## src/inc/adf_pkg.sv

```systemverilog
// Shared constants and types of the converter done-flag and input-enable block.
// Assumes a 32-bit classic Wishbone slave port and one system clock.
package adf_pkg;

    // ----------------------------------------------------------------
    // Widths and counts
    // ----------------------------------------------------------------
    localparam int ADF_DATA_W = 32; // Bus data width.
    localparam int ADF_ADDR_W = 8; // Byte address width of the window.
    localparam int ADF_CHANS = 16; // Sequence positions and result registers.
    localparam int ADF_POS_W = 4; // Width of a sequence position.
    localparam int ADF_BANK_W = 8; // Flags per status register.
    localparam int ADF_RES_W = 16; // Width of one stored result.
    localparam int ADF_IRQ_W = 2; // Number of interrupt events.
    localparam int ADF_SEL_W = ADF_DATA_W / 8; // Byte enables.

    // ----------------------------------------------------------------
    // Register byte offsets
    // ----------------------------------------------------------------
    localparam logic [ADF_ADDR_W-1:0] ADF_OFS_DONE_LOW = 8'h00;
    localparam logic [ADF_ADDR_W-1:0] ADF_OFS_DONE_HIGH = 8'h04;
    localparam logic [ADF_ADDR_W-1:0] ADF_OFS_BUF_EN_HIGH = 8'h08;
    localparam logic [ADF_ADDR_W-1:0] ADF_OFS_CTRL = 8'h0c;
    localparam logic [ADF_ADDR_W-1:0] ADF_OFS_SEQ_START = 8'h10;
    localparam logic [ADF_ADDR_W-1:0] ADF_OFS_PORT_IN = 8'h14;
    localparam logic [ADF_ADDR_W-1:0] ADF_OFS_IRQ_STS = 8'h18;
    localparam logic [ADF_ADDR_W-1:0] ADF_OFS_IRQ_MASK = 8'h1c;
    // Result registers occupy 8'h40..8'h7c, one word each.
    localparam logic [1:0] ADF_RES_WINDOW = 2'h1; // Value of address bits 7:6.

    // ----------------------------------------------------------------
    // Field positions and reset values
    // ----------------------------------------------------------------
    localparam int ADF_CTRL_FAST_BIT = 0; // Fast flag clear select.
    localparam int ADF_IRQ_DONE_BIT = 0; // A conversion completed.
    localparam int ADF_IRQ_START_BIT = 1; // A sequence was started.
    localparam logic [ADF_CHANS-1:0] ADF_FLAGS_RST = 16'h0000;
    localparam logic [ADF_CHANS-1:0] ADF_ONE_HOT_BASE = 16'h0001;
    localparam logic [ADF_BANK_W-1:0] ADF_BUF_EN_RST = 8'h00;
    localparam logic [ADF_BANK_W-1:0] ADF_PORT_RST = 8'hff;
    localparam logic [ADF_POS_W-1:0] ADF_PIN_BASE = 4'h8; // First pin handled here.

    // ----------------------------------------------------------------
    // Types
    // ----------------------------------------------------------------
    // One finished conversion from the sequencer, valid for one cycle.
    typedef struct packed {
        logic valid;
        logic [ADF_POS_W-1:0] pos;
        logic [ADF_RES_W-1:0] data;
    } adf_conv_t;

    // Classic Wishbone request from the master.
    typedef struct packed {
        logic cyc;
        logic stb;
        logic we;
        logic [ADF_SEL_W-1:0] sel;
        logic [ADF_ADDR_W-1:0] adr;
        logic [ADF_DATA_W-1:0] dat;
    } adf_wb_req_t;

    // Bus slave states, one-hot.
    typedef enum logic [1:0] {
        ADF_BUS_IDLE = 2'b01,
        ADF_BUS_ACK = 2'b10
    } adf_bus_state_t;

endpackage

```

## src/rtl/adf_done_flags.sv

```systemverilog
// Conversion-done flags, result store and upper digital input enables of the converter.
// Assumes a classic Wishbone master and a sequencer on sys_clk; analog pins are asynchronous.
`timescale 1ns/100ps
`default_nettype none

module adf_done_flags (
    // Clock, reset and freeze.
    input wire logic sys_clk,
    input wire logic arst_n,
    input wire logic ce,
    // Wishbone slave.
    input wire adf_pkg::adf_wb_req_t wbReq,
    output logic wbAck,
    output logic [adf_pkg::ADF_DATA_W-1:0] wbDatO,
    // Sequencer side.
    input wire adf_pkg::adf_conv_t convIn,
    output logic seqStartPulse,
    // External trigger selection, same clock.
    input wire logic extTrigEnable,
    input wire logic [adf_pkg::ADF_POS_W-1:0] extTrigChan,
    // Analog pins 15 to 8 and their digital path.
    input wire logic [adf_pkg::ADF_BANK_W-1:0] analogPinLevel,
    output logic [adf_pkg::ADF_BANK_W-1:0] bufferEnable,
    output logic [adf_pkg::ADF_BANK_W-1:0] portInputBit,
    // Interrupt.
    output logic irq
);

    import adf_pkg::*;

    // ----------------------------------------------------------------
    // Declarations
    // ----------------------------------------------------------------
    adf_bus_state_t busState_q; // Slave state.
    adf_bus_state_t busState_d; // Next slave state.
    logic reqNew; // A new request is taken this cycle.
    logic busWr; // Taken write with the low byte lane on.
    logic busRd; // Taken read.
    logic hitLow, hitHigh, hitBuf, hitCtrl; // Address decode.
    logic hitStart, hitPort, hitSts, hitMask, hitRes;
    logic [ADF_POS_W-1:0] resIdx; // Result register addressed.
    logic [ADF_CHANS-1:0] flags_q; // Conversion done flags.
    logic [ADF_CHANS-1:0] flags_d;
    logic [ADF_CHANS-1:0] armed_q; // Flags seen by a status read.
    logic [ADF_CHANS-1:0] armed_d;
    logic [ADF_CHANS-1:0] setVec; // Flag set by the sequencer.
    logic [ADF_CHANS-1:0] rdClr; // Flag cleared by a result read.
    logic [ADF_CHANS-1:0] armNew; // Flags armed by this status read.
    logic startClr; // Sequence start write.
    logic fastClear_q; // Fast flag clear select.
    logic [ADF_BANK_W-1:0] seqCmd_q; // Last sequence start command.
    logic [ADF_BANK_W-1:0] bufEnHigh_q; // Digital input enables.
    logic [ADF_IRQ_W-1:0] irqSts_q; // Sticky interrupt status.
    logic [ADF_IRQ_W-1:0] irqMask_q; // Interrupt mask.
    logic [ADF_IRQ_W-1:0] irqEvt; // Events this cycle.
    logic [ADF_BANK_W-1:0] pinSync; // Synchronised pin levels.
    logic [ADF_BANK_W-1:0] trigHit; // Pin used as external trigger.
    logic [ADF_DATA_W-1:0] rdData; // Read multiplexer.
    logic [ADF_RES_W-1:0] resultMem [ADF_CHANS]; // Stored results.

    // ----------------------------------------------------------------
    // Bus slave
    // ----------------------------------------------------------------
    // A request is taken in IDLE; ACK follows for exactly one cycle, so
    // every access costs two cycles and the master must drop stb after ack.
    always_comb begin
        case (busState_q)
            ADF_BUS_IDLE: begin
                busState_d = (wbReq.cyc && wbReq.stb) ? ADF_BUS_ACK : ADF_BUS_IDLE;
            end
            ADF_BUS_ACK: begin
                busState_d = ADF_BUS_IDLE;
            end
            default: begin
                busState_d = ADF_BUS_IDLE;
            end
        endcase
    end

    // State and acknowledge are both flops; ack mirrors the ACK state.
    always_ff @(posedge sys_clk or negedge arst_n) begin
        if (!arst_n) begin
            busState_q <= ADF_BUS_IDLE;
            wbAck <= 1'b0;
        end else if (ce) begin
            busState_q <= busState_d;
            wbAck <= (busState_d == ADF_BUS_ACK);
        end
    end

    // Side effects happen once, at the edge where ack rises.
    assign reqNew = wbReq.cyc && wbReq.stb && (busState_q == ADF_BUS_IDLE);
    assign busWr = reqNew && wbReq.we && wbReq.sel[0];
    assign busRd = reqNew && !wbReq.we;

    // Full decode of the word addresses; anything else reads as zero.
    assign hitLow = (wbReq.adr == ADF_OFS_DONE_LOW);
    assign hitHigh = (wbReq.adr == ADF_OFS_DONE_HIGH);
    assign hitBuf = (wbReq.adr == ADF_OFS_BUF_EN_HIGH);
    assign hitCtrl = (wbReq.adr == ADF_OFS_CTRL);
    assign hitStart = (wbReq.adr == ADF_OFS_SEQ_START);
    assign hitPort = (wbReq.adr == ADF_OFS_PORT_IN);
    assign hitSts = (wbReq.adr == ADF_OFS_IRQ_STS);
    assign hitMask = (wbReq.adr == ADF_OFS_IRQ_MASK);
    assign hitRes = (wbReq.adr[7:6] == ADF_RES_WINDOW) && (wbReq.adr[1:0] == 2'h0);
    assign resIdx = wbReq.adr[5:2];

    // Read multiplexer. Status reads are allowed at any time.
    always_comb begin
        rdData = '0;
        if (hitLow) begin
            rdData = ADF_DATA_W'(flags_q[7:0]);
        end else if (hitHigh) begin
            rdData = ADF_DATA_W'(flags_q[15:8]);
        end else if (hitBuf) begin
            rdData = ADF_DATA_W'(bufEnHigh_q);
        end else if (hitCtrl) begin
            rdData = ADF_DATA_W'(fastClear_q);
        end else if (hitStart) begin
            rdData = ADF_DATA_W'(seqCmd_q);
        end else if (hitPort) begin
            rdData = ADF_DATA_W'(portInputBit);
        end else if (hitSts) begin
            rdData = ADF_DATA_W'(irqSts_q);
        end else if (hitMask) begin
            rdData = ADF_DATA_W'(irqMask_q);
        end else if (hitRes) begin
            rdData = ADF_DATA_W'(resultMem[resIdx]);
        end
    end

    // Read data is registered with ack and zero otherwise.
    always_ff @(posedge sys_clk or negedge arst_n) begin
        if (!arst_n) begin
            wbDatO <= '0;
        end else if (ce) begin
            wbDatO <= busRd ? rdData : '0;
        end
    end

    // ----------------------------------------------------------------
    // Control registers
    // ----------------------------------------------------------------
    // Writes to the done status registers reach no flop here, so they are
    // accepted and change nothing.
    always_ff @(posedge sys_clk or negedge arst_n) begin
        if (!arst_n) begin
            fastClear_q <= 1'b0;
            seqCmd_q <= '0;
            bufEnHigh_q <= ADF_BUF_EN_RST;
            irqMask_q <= '0;
        end else if (ce) begin
            if (busWr && hitCtrl) begin
                fastClear_q <= wbReq.dat[ADF_CTRL_FAST_BIT];
            end
            if (busWr && hitStart) begin
                seqCmd_q <= wbReq.dat[ADF_BANK_W-1:0];
            end
            if (busWr && hitBuf) begin
                bufEnHigh_q <= wbReq.dat[ADF_BANK_W-1:0];
            end
            if (busWr && hitMask) begin
                irqMask_q <= wbReq.dat[ADF_IRQ_W-1:0];
            end
        end
    end

    // Any write to the start register with the low byte lane on launches a sequence, whatever the data.
    assign startClr = busWr && hitStart;

    // The sequencer sees one pulse per start write.
    always_ff @(posedge sys_clk or negedge arst_n) begin
        if (!arst_n) begin
            seqStartPulse <= 1'b0;
        end else if (ce) begin
            seqStartPulse <= startClr;
        end
    end

    // ----------------------------------------------------------------
    // Conversion done flags
    // ----------------------------------------------------------------
    // One-hot set vector from the finished conversion.
    assign setVec = convIn.valid ? (ADF_ONE_HOT_BASE << convIn.pos) : '0;

    // A status read arms only the flags it showed as set.
    always_comb begin
        armNew = '0;
        if (busRd && hitLow) begin
            armNew[7:0] = flags_q[7:0];
        end
        if (busRd && hitHigh) begin
            armNew[15:8] = flags_q[15:8];
        end
    end

    // A result read clears its flag at once in fast mode, or only
    // when armed by an earlier status read in slow mode.
    always_comb begin
        rdClr = '0;
        if (busRd && hitRes) begin
            if (fastClear_q) begin
                rdClr = ADF_ONE_HOT_BASE << resIdx;
            end else begin
                rdClr = (ADF_ONE_HOT_BASE << resIdx) & armed_q;
            end
        end
    end

    // Priority: start clear over set, set over read clear.
    always_comb begin
        if (startClr) begin
            flags_d = ADF_FLAGS_RST;
            armed_d = '0;
        end else begin
            flags_d = (flags_q & ~rdClr) | setVec;
            armed_d = (armed_q & ~rdClr) | armNew;
        end
    end

    // Flags and arming state.
    always_ff @(posedge sys_clk or negedge arst_n) begin
        if (!arst_n) begin
            flags_q <= ADF_FLAGS_RST;
            armed_q <= '0;
        end else if (ce) begin
            flags_q <= flags_d;
            armed_q <= armed_d;
        end
    end

    // Results are data only and carry no reset; the flag says if valid.
    always_ff @(posedge sys_clk) begin
        if (ce && convIn.valid) begin
            resultMem[convIn.pos] <= convIn.data;
        end
    end

    // ----------------------------------------------------------------
    // Interrupts
    // ----------------------------------------------------------------
    assign irqEvt = {startClr, convIn.valid};

    // Sticky status, write one to clear; a new event wins over the clear.
    always_ff @(posedge sys_clk or negedge arst_n) begin
        if (!arst_n) begin
            irqSts_q <= '0;
            irq <= 1'b0;
        end else if (ce) begin
            if (busWr && hitSts) begin
                irqSts_q <= (irqSts_q & ~wbReq.dat[ADF_IRQ_W-1:0]) | irqEvt;
            end else begin
                irqSts_q <= irqSts_q | irqEvt;
            end
            irq <= |(irqSts_q & irqMask_q);
        end
    end

    // ----------------------------------------------------------------
    // Digital input path of pins 15 to 8
    // ----------------------------------------------------------------
    // Buffers follow the enable bits continuously; an analog pin with its
    // buffer on may draw extra current, which software must avoid.
    assign bufferEnable = bufEnHigh_q;

    // Pins are asynchronous and pass two flops first.
    adf_sync2 #(
        .WIDTH(ADF_BANK_W),
        .RST(ADF_PORT_RST)
    ) u_pin_sync (
        .sys_clk(sys_clk),
        .arst_n(arst_n),
        .ce(ce),
        .rawLevel(analogPinLevel),
        .syncLevel(pinSync)
    );

    // A pin selected as external trigger is always seen digitally.
    genvar gi;
    generate
        for (gi = 0; gi < ADF_BANK_W; gi++) begin : g_trig
            assign trigHit[gi] = extTrigEnable && (extTrigChan == ADF_PIN_BASE + ADF_POS_W'(gi));
        end
    endgenerate

    // A gated-off buffer reads as one.
    always_ff @(posedge sys_clk or negedge arst_n) begin
        if (!arst_n) begin
            portInputBit <= ADF_PORT_RST;
        end else if (ce) begin
            portInputBit <= pinSync | ~(bufEnHigh_q | trigHit);
        end
    end
endmodule

`default_nettype wire

```

## src/rtl/adf_sync2.sv

```systemverilog
// Two flip-flop synchroniser for a vector of pin levels.
// Assumes the pins change without regard to sys_clk; each bit is treated alone.
`timescale 1ns/100ps
`default_nettype none

module adf_sync2 #(
    parameter int WIDTH = 8,
    parameter logic [WIDTH-1:0] RST = '1
) (
    // Clock, reset and freeze.
    input wire logic sys_clk,
    input wire logic arst_n,
    input wire logic ce,
    // Raw and synchronised levels.
    input wire logic [WIDTH-1:0] rawLevel,
    output logic [WIDTH-1:0] syncLevel
);

    // First stage; only the second stage reads it.
    logic [WIDTH-1:0] meta_q;

    // Both stages take a constant under reset and hold while frozen.
    always_ff @(posedge sys_clk or negedge arst_n) begin
        if (!arst_n) begin
            meta_q <= RST;
            syncLevel <= RST;
        end else if (ce) begin
            meta_q <= rawLevel;
            syncLevel <= meta_q;
        end
    end

endmodule

`default_nettype wire
```

## config.mk

```make
export PLATFORM = sky130hd
export DESIGN_NAME = adf_done_flags
export DESIGN_NICKNAME = d
export VERILOG_FILES = /design/src/inc/adf_pkg.sv /design/src/rtl/adf_done_flags.sv /design/src/rtl/adf_sync2.sv
export SDC_FILE = /design/constraint.sdc
export NUM_CORES = 1
export LEC_CHECK = 0
export ABC_AREA = 1
export BUFFER_PORTS_ARGS = -buffer_cell sky130_fd_sc_hd__buf_2
export CAP_MARGIN = 0
export CELL_PAD_IN_SITES_DETAIL_PLACEMENT = 0
export CELL_PAD_IN_SITES_GLOBAL_PLACEMENT = 1
export CORE_UTILIZATION = 32
export DETAILED_ROUTE_END_ITERATION = 6
export GPL_TIMING_DRIVEN = 0
export PLACE_DENSITY_LB_ADDON = 0.1
export SETUP_SLACK_MARGIN = 0.05
export SLEW_MARGIN = 25
export SYNTH_ARGS = -nofsm -noshare
export SYNTH_HDL_FRONTEND = slang
export SYNTH_SLANG_ARGS = --single-unit
```

## constraint.sdc

```tcl
create_clock -name sys_clk -period 1.65 [get_ports sys_clk]
set_clock_uncertainty 0.1 [all_clocks]
set_input_delay 0.0825 -clock sys_clk [delete_from_list [all_inputs] [get_ports sys_clk]]
set_output_delay 0.0825 -clock sys_clk [all_outputs]
set_load 0.05 [all_outputs]
```

== Yosys cells after proc, flatten, opt, wreduce, memory -nomap -nowiden ==
Memory sizes are Yosys's and may differ from the RTL's.
Cells that the tools add are included.

* Register bits: 114
* RAM bits: 256
* Bits of input ports: 84
* Output and inout port bits: 51
* Word-level logic and storage cells: 103
* Memories kept: 1

* Equality and inequality tests: 18
* Shift operators: 2
* Multiplexer cells: 22
* Bitwise gates (word level): 14
* Reductions and logical operators: 31

{| class="wikitable"
|+ Memories
! memory !! words !! width !! rd ports !! clocked after Yosys merged registers in !! write ports !! RTL line !! RTL
|-
| resultMem || 16 || 16 || 1 || 0 || 1 || adf_done_flags.sv:59 || <nowiki>logic [ADF_RES_W-1:0] resultMem [ADF_CHANS];</nowiki>
|}

{| class="wikitable"
|+ Operator list
! operator !! number
|-
| 16-bit 2-to-1 mux || 12
|-
| 32-bit 2-to-1 mux || 3
|-
| 16-bit bitwise AND || 3
|-
| 4-bit equality test, second input constant || 8
|-
| 8-bit by 5-bit equality test with 1-bit output, second input constant || 4
|-
| 16-bit OR || 2
|-
| 1-bit by 4-bit << shifter with 16-bit output, first input constant || 2
|-
| 1-bit logical AND || 23
|-
| 8-bit by 4-bit equality test with 1-bit output, second input constant || 2
|-
| 8-bit 2-to-1 mux || 2
|-
| 16-bit inverter || 1
|-
| 8-bit OR || 2
|-
| 8-bit by 3-bit equality test with 1-bit output, second input constant || 1
|-
| 8-bit zero test || 1
|-
| 8-bit inverter || 1
|-
| 2-bit AND reduction || 4
|-
| 2-bit 2-to-1 mux || 3
|-
| 2-bit bitwise AND || 2
|-
| 2-bit by 1-bit equality test with 1-bit output, second input constant || 2
|-
| 2-bit OR || 2
|-
| 2-bit equality test, second input constant || 1
|-
| 2-bit zero test || 1
|-
| 1-bit 2-to-1 mux || 2
|-
| 2-bit inverter || 1
|-
| 2 further kinds || 2
|}

== Longest topological paths before layout ==
Gate-level depths: netlist of the first run.

* Depth after elaboration: 12
* Mapped depth: 17
* Gate-level depth less buffers: 15

== Modules after synthesis ==
From an unflattened synthesis of the first run, not the netlist that was laid out.

* Cell total of the unflattened synthesis: 1,251
* Area total of the unflattened synthesis: 14,657.8 µm²

{| class="wikitable"
|+ Modules (own cells, without submodules)
! module !! times used !! cells each !! area an instance (µm²) !! seq. area each (µm²)
|-
| adf_done_flags || 1 || 1,183 || 13,960.9 || 9,725.6
|-
| adf_sync2 || 1 || 68 || 696.9 || 420.4
|}

== Worst setup path before layout of the first run ==
OpenSTA, ideal clock, no wires.

* Kind: in2reg
* Start point: in ce
* End point: mem resultMem[3][0], enable pin
* Library setup time: 0.409 ns
* Data arrival time: 1.887 ns
* Required time: 1.141 ns
* Setup slack: -0.746 ns
* Stages on the path: 4
* Path buffers: 2
* Cell sequence: clkbuf_1 clkbuf_1 nand2_1 nor3_1

* Word-level cells in the longest chain between the ends: 3

{| class="wikitable"
|+ Ends and longest elaborated chain
! what !! RTL line !! RTL
|-
| from (decl) || adf_done_flags.sv:10 || <nowiki>input wire logic ce,</nowiki>
|-
| 1-bit logical AND || adf_done_flags.sv:234 || <nowiki>if (ce && convIn.valid) begin</nowiki>
|-
| 1-bit 2-to-1 mux || adf_done_flags.sv:234 ||
|-
| 1-bit 2-to-1 mux (not written as such) || adf_done_flags.sv:235 || <nowiki>resultMem[convIn.pos] <= convIn.data;</nowiki>
|-
| to (decl) || adf_done_flags.sv:59 ||
|}

No other way between the ends.

== Final worst setup path of the first run ==
* Start point: reg busState_q[0]
* End point: reg bufEnHigh_q[6] (netlist: bufferEnable[6])

* Word-level cells in the longest chain between the ends: 6

{| class="wikitable"
|+ Ends and longest elaborated chain
! what !! RTL line !! RTL
|-
| from (decl) || adf_done_flags.sv:34 || <nowiki>adf_bus_state_t busState_q;</nowiki>
|-
| from (signal assigned) || adf_done_flags.sv:86 || <nowiki>busState_q <= busState_d;</nowiki>
|-
| 2-bit by 1-bit equality test with 1-bit output || adf_done_flags.sv:92 || <nowiki>assign reqNew = wbReq.cyc && wbReq.stb && (busState_q == ADF_BUS_IDLE);</nowiki>
|-
| 1-bit logical AND || adf_done_flags.sv:92 ||
|-
| 1-bit logical AND (2 in a row) || adf_done_flags.sv:93 || <nowiki>assign busWr = reqNew && wbReq.we && wbReq.sel[0];</nowiki>
|-
| 1-bit logical AND || adf_done_flags.sv:159 || <nowiki>if (busWr && hitBuf) begin</nowiki>
|-
| 2-bit AND reduction (no line) || - ||
|-
| to (signal assigned) || adf_done_flags.sv:160 || <nowiki>bufEnHigh_q <= wbReq.dat[ADF_BANK_W-1:0];</nowiki>
|-
| to (decl) || adf_done_flags.sv:52 || <nowiki>logic [ADF_BANK_W-1:0] bufEnHigh_q;</nowiki>
|}

No other way between the ends.
A chain may end at the register's enable or synchronous reset.

==> results of run 1 <==
-- repair_timing --
action | in CTS | in global routing
setup buffers | 20 | 5
gates cloned | 4 | 2
pin swaps | 32 | 9
hold endpoints to repair | 408 | 1
setup endpoints to repair | 164 | 89
hold buffers | 57 | 1
gates resized for setup | 101 | 67
-- registers in the layout, summed over array words and instances (netlist names), 2 cells and up --
name / cells
seqCmd_q: 8
resultMem: 256
u_pin_sync.syncLevel: 8
irqSts_q: 2
flags_q: 16
wbDatO: 16
irqMask_q: 2
portInputBit: 8
bufferEnable: 8
u_pin_sync.meta_q: 8
armed_q: 16
-- final timing paths --
kind,startpoint,cells after the start,slack [ns],end
min reg2reg,u_pin_sync.meta_q[6],2,0.36,u_pin_sync.meta_q[6]
max in group asynchronous,arst_n,4,0.51,busState_q[0]
max,busState_q[0],8,-0.31,bufferEnable[6]
min in group asynchronous,arst_n,3,0.55,u_pin_sync.meta_q[2]
min,convIn[18],4,0.03,flags_q[10]
max reg2reg,busState_q[0],8,-0.31,bufferEnable[6]
-- layout make-up --
cell class | instances | share of cell area
Buffer | 74 | 0.0264
Clock buffer | 47 | 0.0549
Clock inverter | 30 | 0.0103
Inverter | 91 | 0.0194
Multi-Input combinational cell | 802 | 0.238
Sequential cell | 353 | 0.520
Tap cell | 600 | 0.0385
Timing Repair Buffer | 204 | 0.0918
-- cells in the final DEF, fill, tap and decap left out, types with 29 or more instances in the layout --
| cell | count |
|---|---|
| buf_6 | 33 |
| nand4_1 | 46 |
| nand2_1 | 363 |
| dfrtp_1 | 71 |
| buf_2 | 99 |
| dlygate4sd3_1 | 57 |
| inv_1 | 68 |
| a21oi_1 | 29 |
| nand2_2 | 32 |
| buf_4 | 48 |
| edfxtp_1 | 256 |
| nor2_1 | 44 |
| clkbuf_16 | 44 |
-- power groups by stage --
stage	clock, W	sequential, W	combinational [W]
after floorplan	0	0.0101	0.000808
after global placement	0	0.0100	0.00153
after detailed placement	0	0.0100	0.00156
after CTS	0.00892	0.00985	0.00174
after global routing	0.00926	0.00987	0.00190
final	0.00873	0.00986	0.00174
-- critical path: cells and delay by family (launching register included) --
kind,cells,cell delay [ns]
simple gates,5,0.83
flops,1,0.53
buf+inv,2,0.35
compound gates,1,0.04
-- per-layer routing --
| layer | wire length (um) | up-vias | part of all wire |
|---|---|---|---|
| met1 | 23000 | 5416 | 0.47 |
| met5 | 0 | - | 0 |
| met2 | 22800 | 246 | 0.46 |
| li1 | - | 5085 | - |
| met4 | 1020 | 0 | 0.021 |
| met3 | 2350 | 70 | 0.048 |
-- kinds of logic after synthesis --
| family | Yosys count | share of synthesized area |
|---|---|---|
| buffers and inverters | 165 | 0.0537 |
| other | 1 | 0.000253 |
| AND/OR/NAND/NOR | 572 | 0.167 |
| flip-flops | 353 | 0.684 |
| AO/OA/AOI/OAI | 214 | 0.0945 |
-- stage by stage --
stage          setup WS [ns]  cell area (um^2)  TNS, ns  instances  utilization
3_3_place_gp           -1.05             16300  -331.60       2008        0.358
4_1_cts               -0.296             19100   -16.79       2193        0.420
6_report              -0.312             19500   -17.43       2201        0.428
3_5_place_dp          -0.821             16700  -154.05       2035        0.366
2_1_floorplan        -0.0840             15100    -1.52       1320            -
5_1_grt               -0.401             19500   -24.07       2201        0.428
==> out/results.ini, run 1 <==
[yosys]
ys.flop_type = edfxtp_1
synth_common_cells = 397 x nand2_1, 256 x edfxtp_1, 75 x inv_1
synth_most_common_cell = nand2_1
synthArstFlopShare = 0.275
yosysTopAreaCell = edfxtp_1
ys_warn_count = 0
synth-edff-count = 256
postSynthAreaPerCell_um2 = 11.4
synth_cell_types = 51
syn_inst = 1305
syn_area_um2 = 14800
synth_top_area_frac = 0.519
synthTopCellsByArea = edfxtp_1 52%, dfrtp_1 12%, nand2_1 10%
synth-seq-cells = 353
synth-seq-area-share = 0.684

[power_and_ir_drop]
p_clk_frac = 0.429
combPwrFrac = 0.086
power.internal_w = 0.0153
peakVddDrop_mv = 0.689
power_leakage_nw = 7.63
finalPower_w = 0.0203
switchingPower_w = 0.00506
p_sw_frac = 0.249
seqPwrFrac = 0.485
p_per_area_nw_per_um2 = 1040

[worst_setup_path]
critPathMaxStageDelay_ns = 0.53
required_ns = 2.01
cp-end-kind = flip-flop
worst-setup-path-type = flip-flop to flip-flop
cp_max_fo = 5
critPathLaunchType = flip-flop
critical_path_arrival_ns = 2.32
crit_chain = nand4_1 -> nand3b_1 -> buf_4 -> nor2_4 -> nand2_4 -> buf_8 -> nand2_2 -> o21ai_2
cp_slowest_cell = dfstp_2

[cells_and_area]
drive_above_1_share = 0.284
seqCellArea_um2 = 10100
nets = 1652
multiInputGateArea_um2 = 4640
num_antenna_cells = 0
nFillCells = 4355
syn_to_final_growth_pct = 31.5

[global_route]
use_met2 = 0.337
gr-usage-met1 = 0.302
grt_pass1_vias = 10900
grt_max_degree = 62
antenna_found_initial = 0
grtUsageTotal = 0.212
gr-total-overflow = 0
grt_pass1_wl_um = 72500
grt-busiest-layer = met2
grt_use_met3 = 0.0299

[timing]
clock.fmax_ghz = 0.510
hold_slack_ns = 0.0291
drv_slew = 0
setup_slack_ns = -0.312
fin_crit_ns = 1.96
finalSetupViolCount = 70
hold_viol = 0
relSlewSlack = 0.306
tightest_slew_ns = 1.04
period_share = 1.19
rsz0062_at_grt = yes

[placement]
io_buffers = 88
dp_hpwl_um = 33800
gp_congestion = 0.771

[outcome]
failed_checks = setup timing
outcome = complete, but fails checks

[clock_tree]
clkTransAtPathRegs_ns = 0.06
cts.sinks = 353
clk-insertion-delay-late_ns = 0.57
cts_max_level = 2
cts_buffers = 42
root_buffer = clkbuf_16
cts_tree = yes
clock_path_buffers = 3

[routing]
final_antenna_net_count = 0
drt_first_iter_violations = 711
viasPerCell = 4.91
post-route-drc-count = 0
wl_per_cell_um = 22.3
drt_wl_total_um = 49200
num_vias = 10800
firstDrtPassIters = 7

[die]
ioPinCount = 135
row_count = 78
die_w_um = 217
initial_core_util = 0.325
dieArea_um2 = 47200
core_area_um2 = 45600
die_y_um = 217

[hold_path]
hold_path_class = input port to flip-flop

[job]
cap_violations = 0

Note: power is estimated with default switching activity, not from simulation.
==> run 2: changes to the inputs <==
- clock period: 1.65 -> 2.5 ns (I/O delays scaled with it)
==> out/results.ini, run 2 (synthesis gave the netlist of run 1 again) <==
[worst_setup_path]
worst-path-buf-inv = 5  ; +3
critical_path_depth = 7  ; -1
cp-end-kind = flip-flop
critical_path_arrival_ns = 2.53  ; +0.21 ns
crit_chain = buf_2 -> dlygate4sd3_1 -> nand2_1 -> clkbuf_1 -> nor3_2 -> buf_4 -> buf_4
cp_max_fo = 10  ; +5
startpoint = convIn[19]
path_common_cell = buf_4
cp_slowest_cell = dlygate4sd3_1
worst-setup-path-type = input port to flip-flop
critPathTopFamily = buffers and inverters
reg2reg_from = busState_q[0]
critPathMaxStageDelay_ns = 0.62  ; +0.09 ns
critPathLaunchType = input port
r2r.worst_path.cells = 8  ; unchanged
required_ns = 2.66  ; +0.65 ns

[routing]
num_vias = 10600  ; -2.4%
viasPerCell = 4.84  ; -1.5%
final_antenna_net_count = 0  ; unchanged
drt_first_iter_violations = 826  ; +16%
wl_per_cell_um = 21.5  ; -3.7%
drt_wl_total_um = 46900  ; -4.6%
post-route-drc-count = 0  ; unchanged
firstDrtPassIters = 5  ; -2

[timing]
finalSetupViolCount = 0  ; -100%
hold_slack_ns = 0.0158  ; -0.0133 ns
rsz0062_at_grt = no
relSlewSlack = 0.410  ; +0.105
fin_crit_ns = 2.37
period_share = 0.949
tightest_slew_ns = 0.884  ; -0.157 ns
setup_slack_ns = 0.126  ; +0.438 ns
hold_viol = 0  ; unchanged
drv_slew = 0  ; unchanged
clock.fmax_ghz = 0.421

[placement]
dp_hpwl_um = 33800  ; -0.19%
dpl_cell_area_um2 = 16500  ; -0.92%
dpl_worst_slack_ns = -0.458  ; +0.363 ns
io_buffers = 88  ; unchanged
gp_congestion = 0.830  ; +7.6%

[cells_and_area]
drive_above_1_share = 0.209  ; -0.0747
final_cell_area_um2 = 18400  ; -5.6%
nFillCells = 4416  ; +1.4%
syn_to_final_growth_pct = 24.2
nets = 1632  ; -1.2%
layout_commonest_cell = nand2_1
layout_common_cells = 397 x nand2_1, 256 x edfxtp_1, 112 x buf_2
max_flop_register = resultMem
largest_reg_flops = 256  ; unchanged

[power_and_ir_drop]
finalPower_w = 0.0135  ; -34%
peakVddDrop_mv = 0.538  ; -22%
p_per_area_nw_per_um2 = 732  ; -30%
power_leakage_nw = 7.23  ; -5.2%

[die]
initial_core_util = 0.325  ; unchanged
core_area_um2 = 45600  ; unchanged
dieArea_um2 = 47200  ; unchanged
row_count = 78  ; unchanged
ioPinCount = 135  ; unchanged
die_y_um = 217  ; unchanged
die_w_um = 217  ; unchanged

[global_route]
grt_pass1_wl_um = 69300  ; -4.5%
grt_max_degree = 55  ; -11%
gr-total-overflow = 0  ; unchanged
antenna_found_initial = 0  ; unchanged
grtUsageTotal = 0.201  ; -0.0113
grt_pass1_vias = 10600  ; -3.0%

[job]
cap_violations = 0  ; unchanged

[clock_tree]
clock_path_buffers = 3  ; unchanged
clkTransAtPathRegs_ns = 0.06  ; about the same
cts_max_level = 2  ; unchanged
cts.sinks = 353  ; unchanged
root_buffer = clkbuf_16
cts_buffers = 42  ; unchanged
post_cts_buffers = 0  ; -100%
clk-insertion-delay-late_ns = 0.57  ; about the same
cts_tree = yes

[hold_path]
hold_path_class = input port to asynchronous set/reset pin

[outcome]
outcome = completed

==> run 2: cell count changes in the layout (fill, tap and decap cells not counted), sizes merged <==
cell	previous run	this run
clkinv	28	15
dlygate4sd3	57	52
diode	0	1
clkinvlp	1	0
clkbuf	65	76
buf	203	190
==> run 2: worst paths after layout <==
path | endpoint | slack (ns)
setup / recovery | resultMem[12][0] | 0.13
hold / removal | bufferEnable[4] | 0.02
setup reg to reg | wbDatO[6] | 0.29
hold reg to reg | u_pin_sync.meta_q[5] | 0.36
max in group asynchronous | u_pin_sync.syncLevel[7] | 1.96
min in group sys_clk | flags_q[7] | 0.04
==> run 2: metal layers <==
layer / vias up / part of all wire / GRT usage
met5: - / 0 / 0
met4: 0 / 0.020 / 0.0570
li1: 5039 / - / -
met1: 5255 / 0.46 / 0.271
met3: 55 / 0.038 / 0.0273
met2: 213 / 0.48 / 0.337
==> run 2: what timing repair did <==
action	CTS	global route
resized for setup	0	4
hold buffers	53	0
hold endpoints to repair	379	0
setup endpoints to repair	0	21
==> run 2: through the flow <==
| stage | utilization | instances | TNS (ns) |
|---|---|---|---|
| after global routing | 0.404 | 2180 | 0 |
| after detailed placement | 0.362 | 2051 | -17.58 |
| final | 0.404 | 2181 | 0 |
| after floorplan | - | 1320 | 0 |
| after global placement | 0.353 | 2008 | -542.97 |
| after CTS | 0.404 | 2180 | 0 |
==> run 2: worst register-to-register path, cell delays in order, from the launching register on <==
cell and delay, ns:
dfstp_2 0.53, nand4_1 0.20, nor2_2 0.32, inv_1 0.18, nor2_1 0.14, inv_1 0.12, a21oi_1 0.17, o21ai_0 0.20
a21oi_1 0.17
==> run 2: report_power, final <==
| part | total [W] | switching (W) | internal (W) |
|---|---|---|---|
| combinational | 0.00105 | 0.000734 | 0.000314 |
| sequential | 0.00651 | 0.0000651 | 0.00644 |
| clock | 0.00593 | 0.00244 | 0.00349 |
| total | 0.0135 | 0.00324 | 0.0102 |
==> run 2: final cells by class <==
class                      instances  area (um^2)  share of cell area
sequential                       353        10100               0.551
tap                              600          751              0.0408
clock inverter                    16          146             0.00795
inverter                          91          350              0.0190
antenna                            1         2.50            0.000136
multi-input combinational        802         4040               0.219
timing repair buffer             184         1360              0.0737
clock buffer                      60         1180              0.0640
buffer                            74          445              0.0242
==> run 3: changes to the inputs <==
- ABC_AREA: 1 -> not set
- RECOVER_POWER: not set -> 100
==> out/results.ini, run 3 <==
[worst_setup_path]
cp-end-kind = flip-flop
reg2reg_from = busState_q[0]
regToRegSetupSlack_ns = 0.08  ; -0.21 ns
worst-setup-path-type = flip-flop to flip-flop
critPathLaunchType = flip-flop
critical_path_arrival_ns = 2.77  ; +0.24 ns
crit_chain = and4b_2 -> nand3b_1 -> nor3_2 -> o211ai_1 -> a32o_1
rr_endpoint = flags_q[4]
r2r.worst_path.cells = 5  ; -3
cp_max_fo = 7  ; -3
startpoint = busState_q[0]
critPathMaxStageDelay_ns = 0.60  ; -0.02 ns
cp_slowest_cell = nor3_2
required_ns = 2.85  ; +0.19 ns
cp-endpoint = flags_q[4]

[timing]
fin_crit_ns = 2.42  ; +0.0508 ns
finalSetupTns_ns = 0  ; unchanged
clock.fmax_ghz = 0.412  ; -2.1%
finalSetupViolCount = 0  ; unchanged
hold_slack_ns = 0.0310  ; +0.0152 ns
hold_viol = 0  ; unchanged
period_share = 0.970  ; +0.0203
rsz0062_at_grt = yes
tightest_slew_ns = 0.972  ; +0.0873 ns
relSlewSlack = 0.352  ; -0.0582
drv_slew = 0  ; unchanged

[clock_tree]
clk-insertion-delay-late_ns = 0.57  ; about the same
cts_tree = yes
cts.sinks = 353  ; unchanged
clkTransAtPathRegs_ns = 0.06  ; about the same
clock_path_buffers = 3  ; unchanged
cts_max_level = 2  ; unchanged
cts_buffers = 40  ; -4.8%
root_buffer = clkbuf_16

[yosys]
synth_cell_types = 52  ; +2.0%
synth-edff-count = 256  ; unchanged
ys_warn_count = 0  ; unchanged
synthArstFlopShare = 0.275  ; unchanged
synth_most_common_cell = edfxtp_1
synth_common_cells = 256 x edfxtp_1, 72 x dfrtp_1, 68 x mux4_2
synthTopCellsByArea = edfxtp_1 52%, dfrtp_1 12%, mux4_2 10%
yosysTopAreaCell = edfxtp_1
synth-seq-area-share = 0.689  ; +0.00500
ys.flop_type = edfxtp_1
syn_inst = 898  ; -31%
syn_area_um2 = 14700  ; -0.73%
synth-seq-cells = 353  ; unchanged
postSynthAreaPerCell_um2 = 16.4  ; +44%
synth_top_area_frac = 0.522  ; +0.00379

[die]
ioPinCount = 135  ; unchanged
core_area_um2 = 45400  ; -0.43%
initial_core_util = 0.324  ; -0.000972
die_y_um = 216  ; -0.36%
row_count = 78  ; unchanged
die_w_um = 216  ; -0.36%
dieArea_um2 = 46900  ; -0.72%

[cells_and_area]
largest_reg_flops = 256  ; unchanged
num_antenna_cells = 0  ; -1
fin_util = 0.396  ; -0.00766
drive_above_1_share = 0.270  ; +0.0608
layout_common_cells = 256 x edfxtp_1, 85 x clkbuf_1, 72 x dfrtp_1
max_flop_register = resultMem
nets = 1190  ; -27%
layout_commonest_cell = edfxtp_1
syn_to_final_growth_pct = 22.2
final_cell_area_um2 = 18000  ; -2.3%

[routing]
wl_per_cell_um = 24.9  ; +16%
drt_first_iter_violations = 770  ; -6.8%
firstDrtPassIters = 5  ; unchanged
num_vias = 8774  ; -17%
post-route-drc-count = 0  ; unchanged
viasPerCell = 5.05  ; +4.4%
final_antenna_net_count = 0  ; unchanged
drt_wl_total_um = 43100  ; -8.0%

[outcome]
outcome = completed

[global_route]
grt_pass1_wl_um = 63000  ; -9.0%
grt_max_degree = 66  ; +20%
gr-total-overflow = 0  ; unchanged
antenna_found_initial = 1  ; +1
grt_pass1_vias = 8857  ; -16%
grtUsageTotal = 0.188  ; -0.0130

[job]
cap_violations = 0  ; unchanged

[power_and_ir_drop]
finalPower_w = 0.0138  ; +2.6%
power_leakage_nw = 6.22  ; -14%
peakVddDrop_mv = 0.410  ; -24%
p_per_area_nw_per_um2 = 770  ; +5.1%

[placement]
gp_congestion = 0.789  ; -4.9%
dp_hpwl_um = 29500  ; -13%
io_buffers = 88  ; unchanged
dpl_cell_area_um2 = 16500  ; -0.39%

[hold_path]
hold_path_class = input port to flip-flop

-- run 3: changes by cell type in the layout (fill, tap and decap cells not counted), sizes merged, moves of 22 or more --
cell / delta
nand2: -348
o211ai: +23
nor2b: +22
clkbuf: +63
buf: -103
inv: -70
o21ai: -51
nand4: -44
mux4: +68
mux2: +40
a22oi: -24
a32o: +32
-- run 3: report_power, final --
part / switching, W / leakage [nW] / internal, W
sequential: 0.000117 / 3.53 / 0.00647
combinational: 0.000551 / 2.00 / 0.000368
clock: 0.00249 / 0.691 / 0.00384
-- run 3: cell families (layout without fill, tap and decap cells) --
family | count (synthesis) | in the layout | share of synthesized area
other | 1 | 16 | 0.000255
buffers and inverters | 88 | 311 | 0.0318
AO/OA/AOI/OAI | 143 | 143 | 0.0684
flip-flops | 353 | 353 | 0.689
multiplexers | 119 | 119 | 0.144
AND/OR/NAND/NOR | 194 | 194 | 0.0659
-- run 3: metrics by stage --
step                      instances  worst slack (ns)
after floorplan                 913             0.223
after global routing           1736           -0.0178
final                          1736            0.0756
after global placement         1601             -1.84
after CTS                      1738            0.0841
after detailed placement       1622            -0.554
-- run 3: cell type report --
type                    count  area, um^2
repair buffers            153        1040
fillers                  4267       27400
flip-flops and latches    353       10100
clock buffers              45        1040
clock inverters            27         367
well taps                 600         751
inverters                  17        63.8
multi-input cells         472        4190
plain buffers              69         392
-- run 3: timing repair --
action / 4_1_cts / 5_1_grt
hold endpoints to repair: 373 / 0
setup endpoints to repair: 34 / 24
hold buffers: 42 / 0
gates resized for setup: 2 / 2
pin swaps: 1 / 0
setup buffers: 2 / 0
-- run 3: per-layer routing --
metal,share of wire,up-vias,track usage
met1,0.47,4569,0.271
met4,0.014,2,0.0383
li1,-,3917,-
met3,0.049,49,0.0330
met2,0.47,237,0.298
met5,0.00030,-,0
-- run 3: worst min path at each step --
| stage | start | endpoint | slack [ns] | cells past startpoint |
|---|---|---|---|---|
| after global placement | analogPinLevel[2] | u_pin_sync.meta_q[2] | 0.26 | 2 |
| after CTS | convIn[19] | resultMem[12][10] | 0.005 | 4 |
| after global routing | wbReq[38] | irqSts_q[1] | 0.05 | 5 |
| final | extTrigChan[2] | portInputBit[1] | 0.03 | 5 |
| after detailed placement | arst_n | flags_q[6] | -0.06 | 1 |
| after floorplan | arst_n | armed_q[0] | -0.27 | 0 |
-- run 3: critical path: cells and delay by family (launching register included) --
kind            cells  cell delay [ns]
flops               1             0.53
simple gates        3             1.20
compound gates      2             0.48
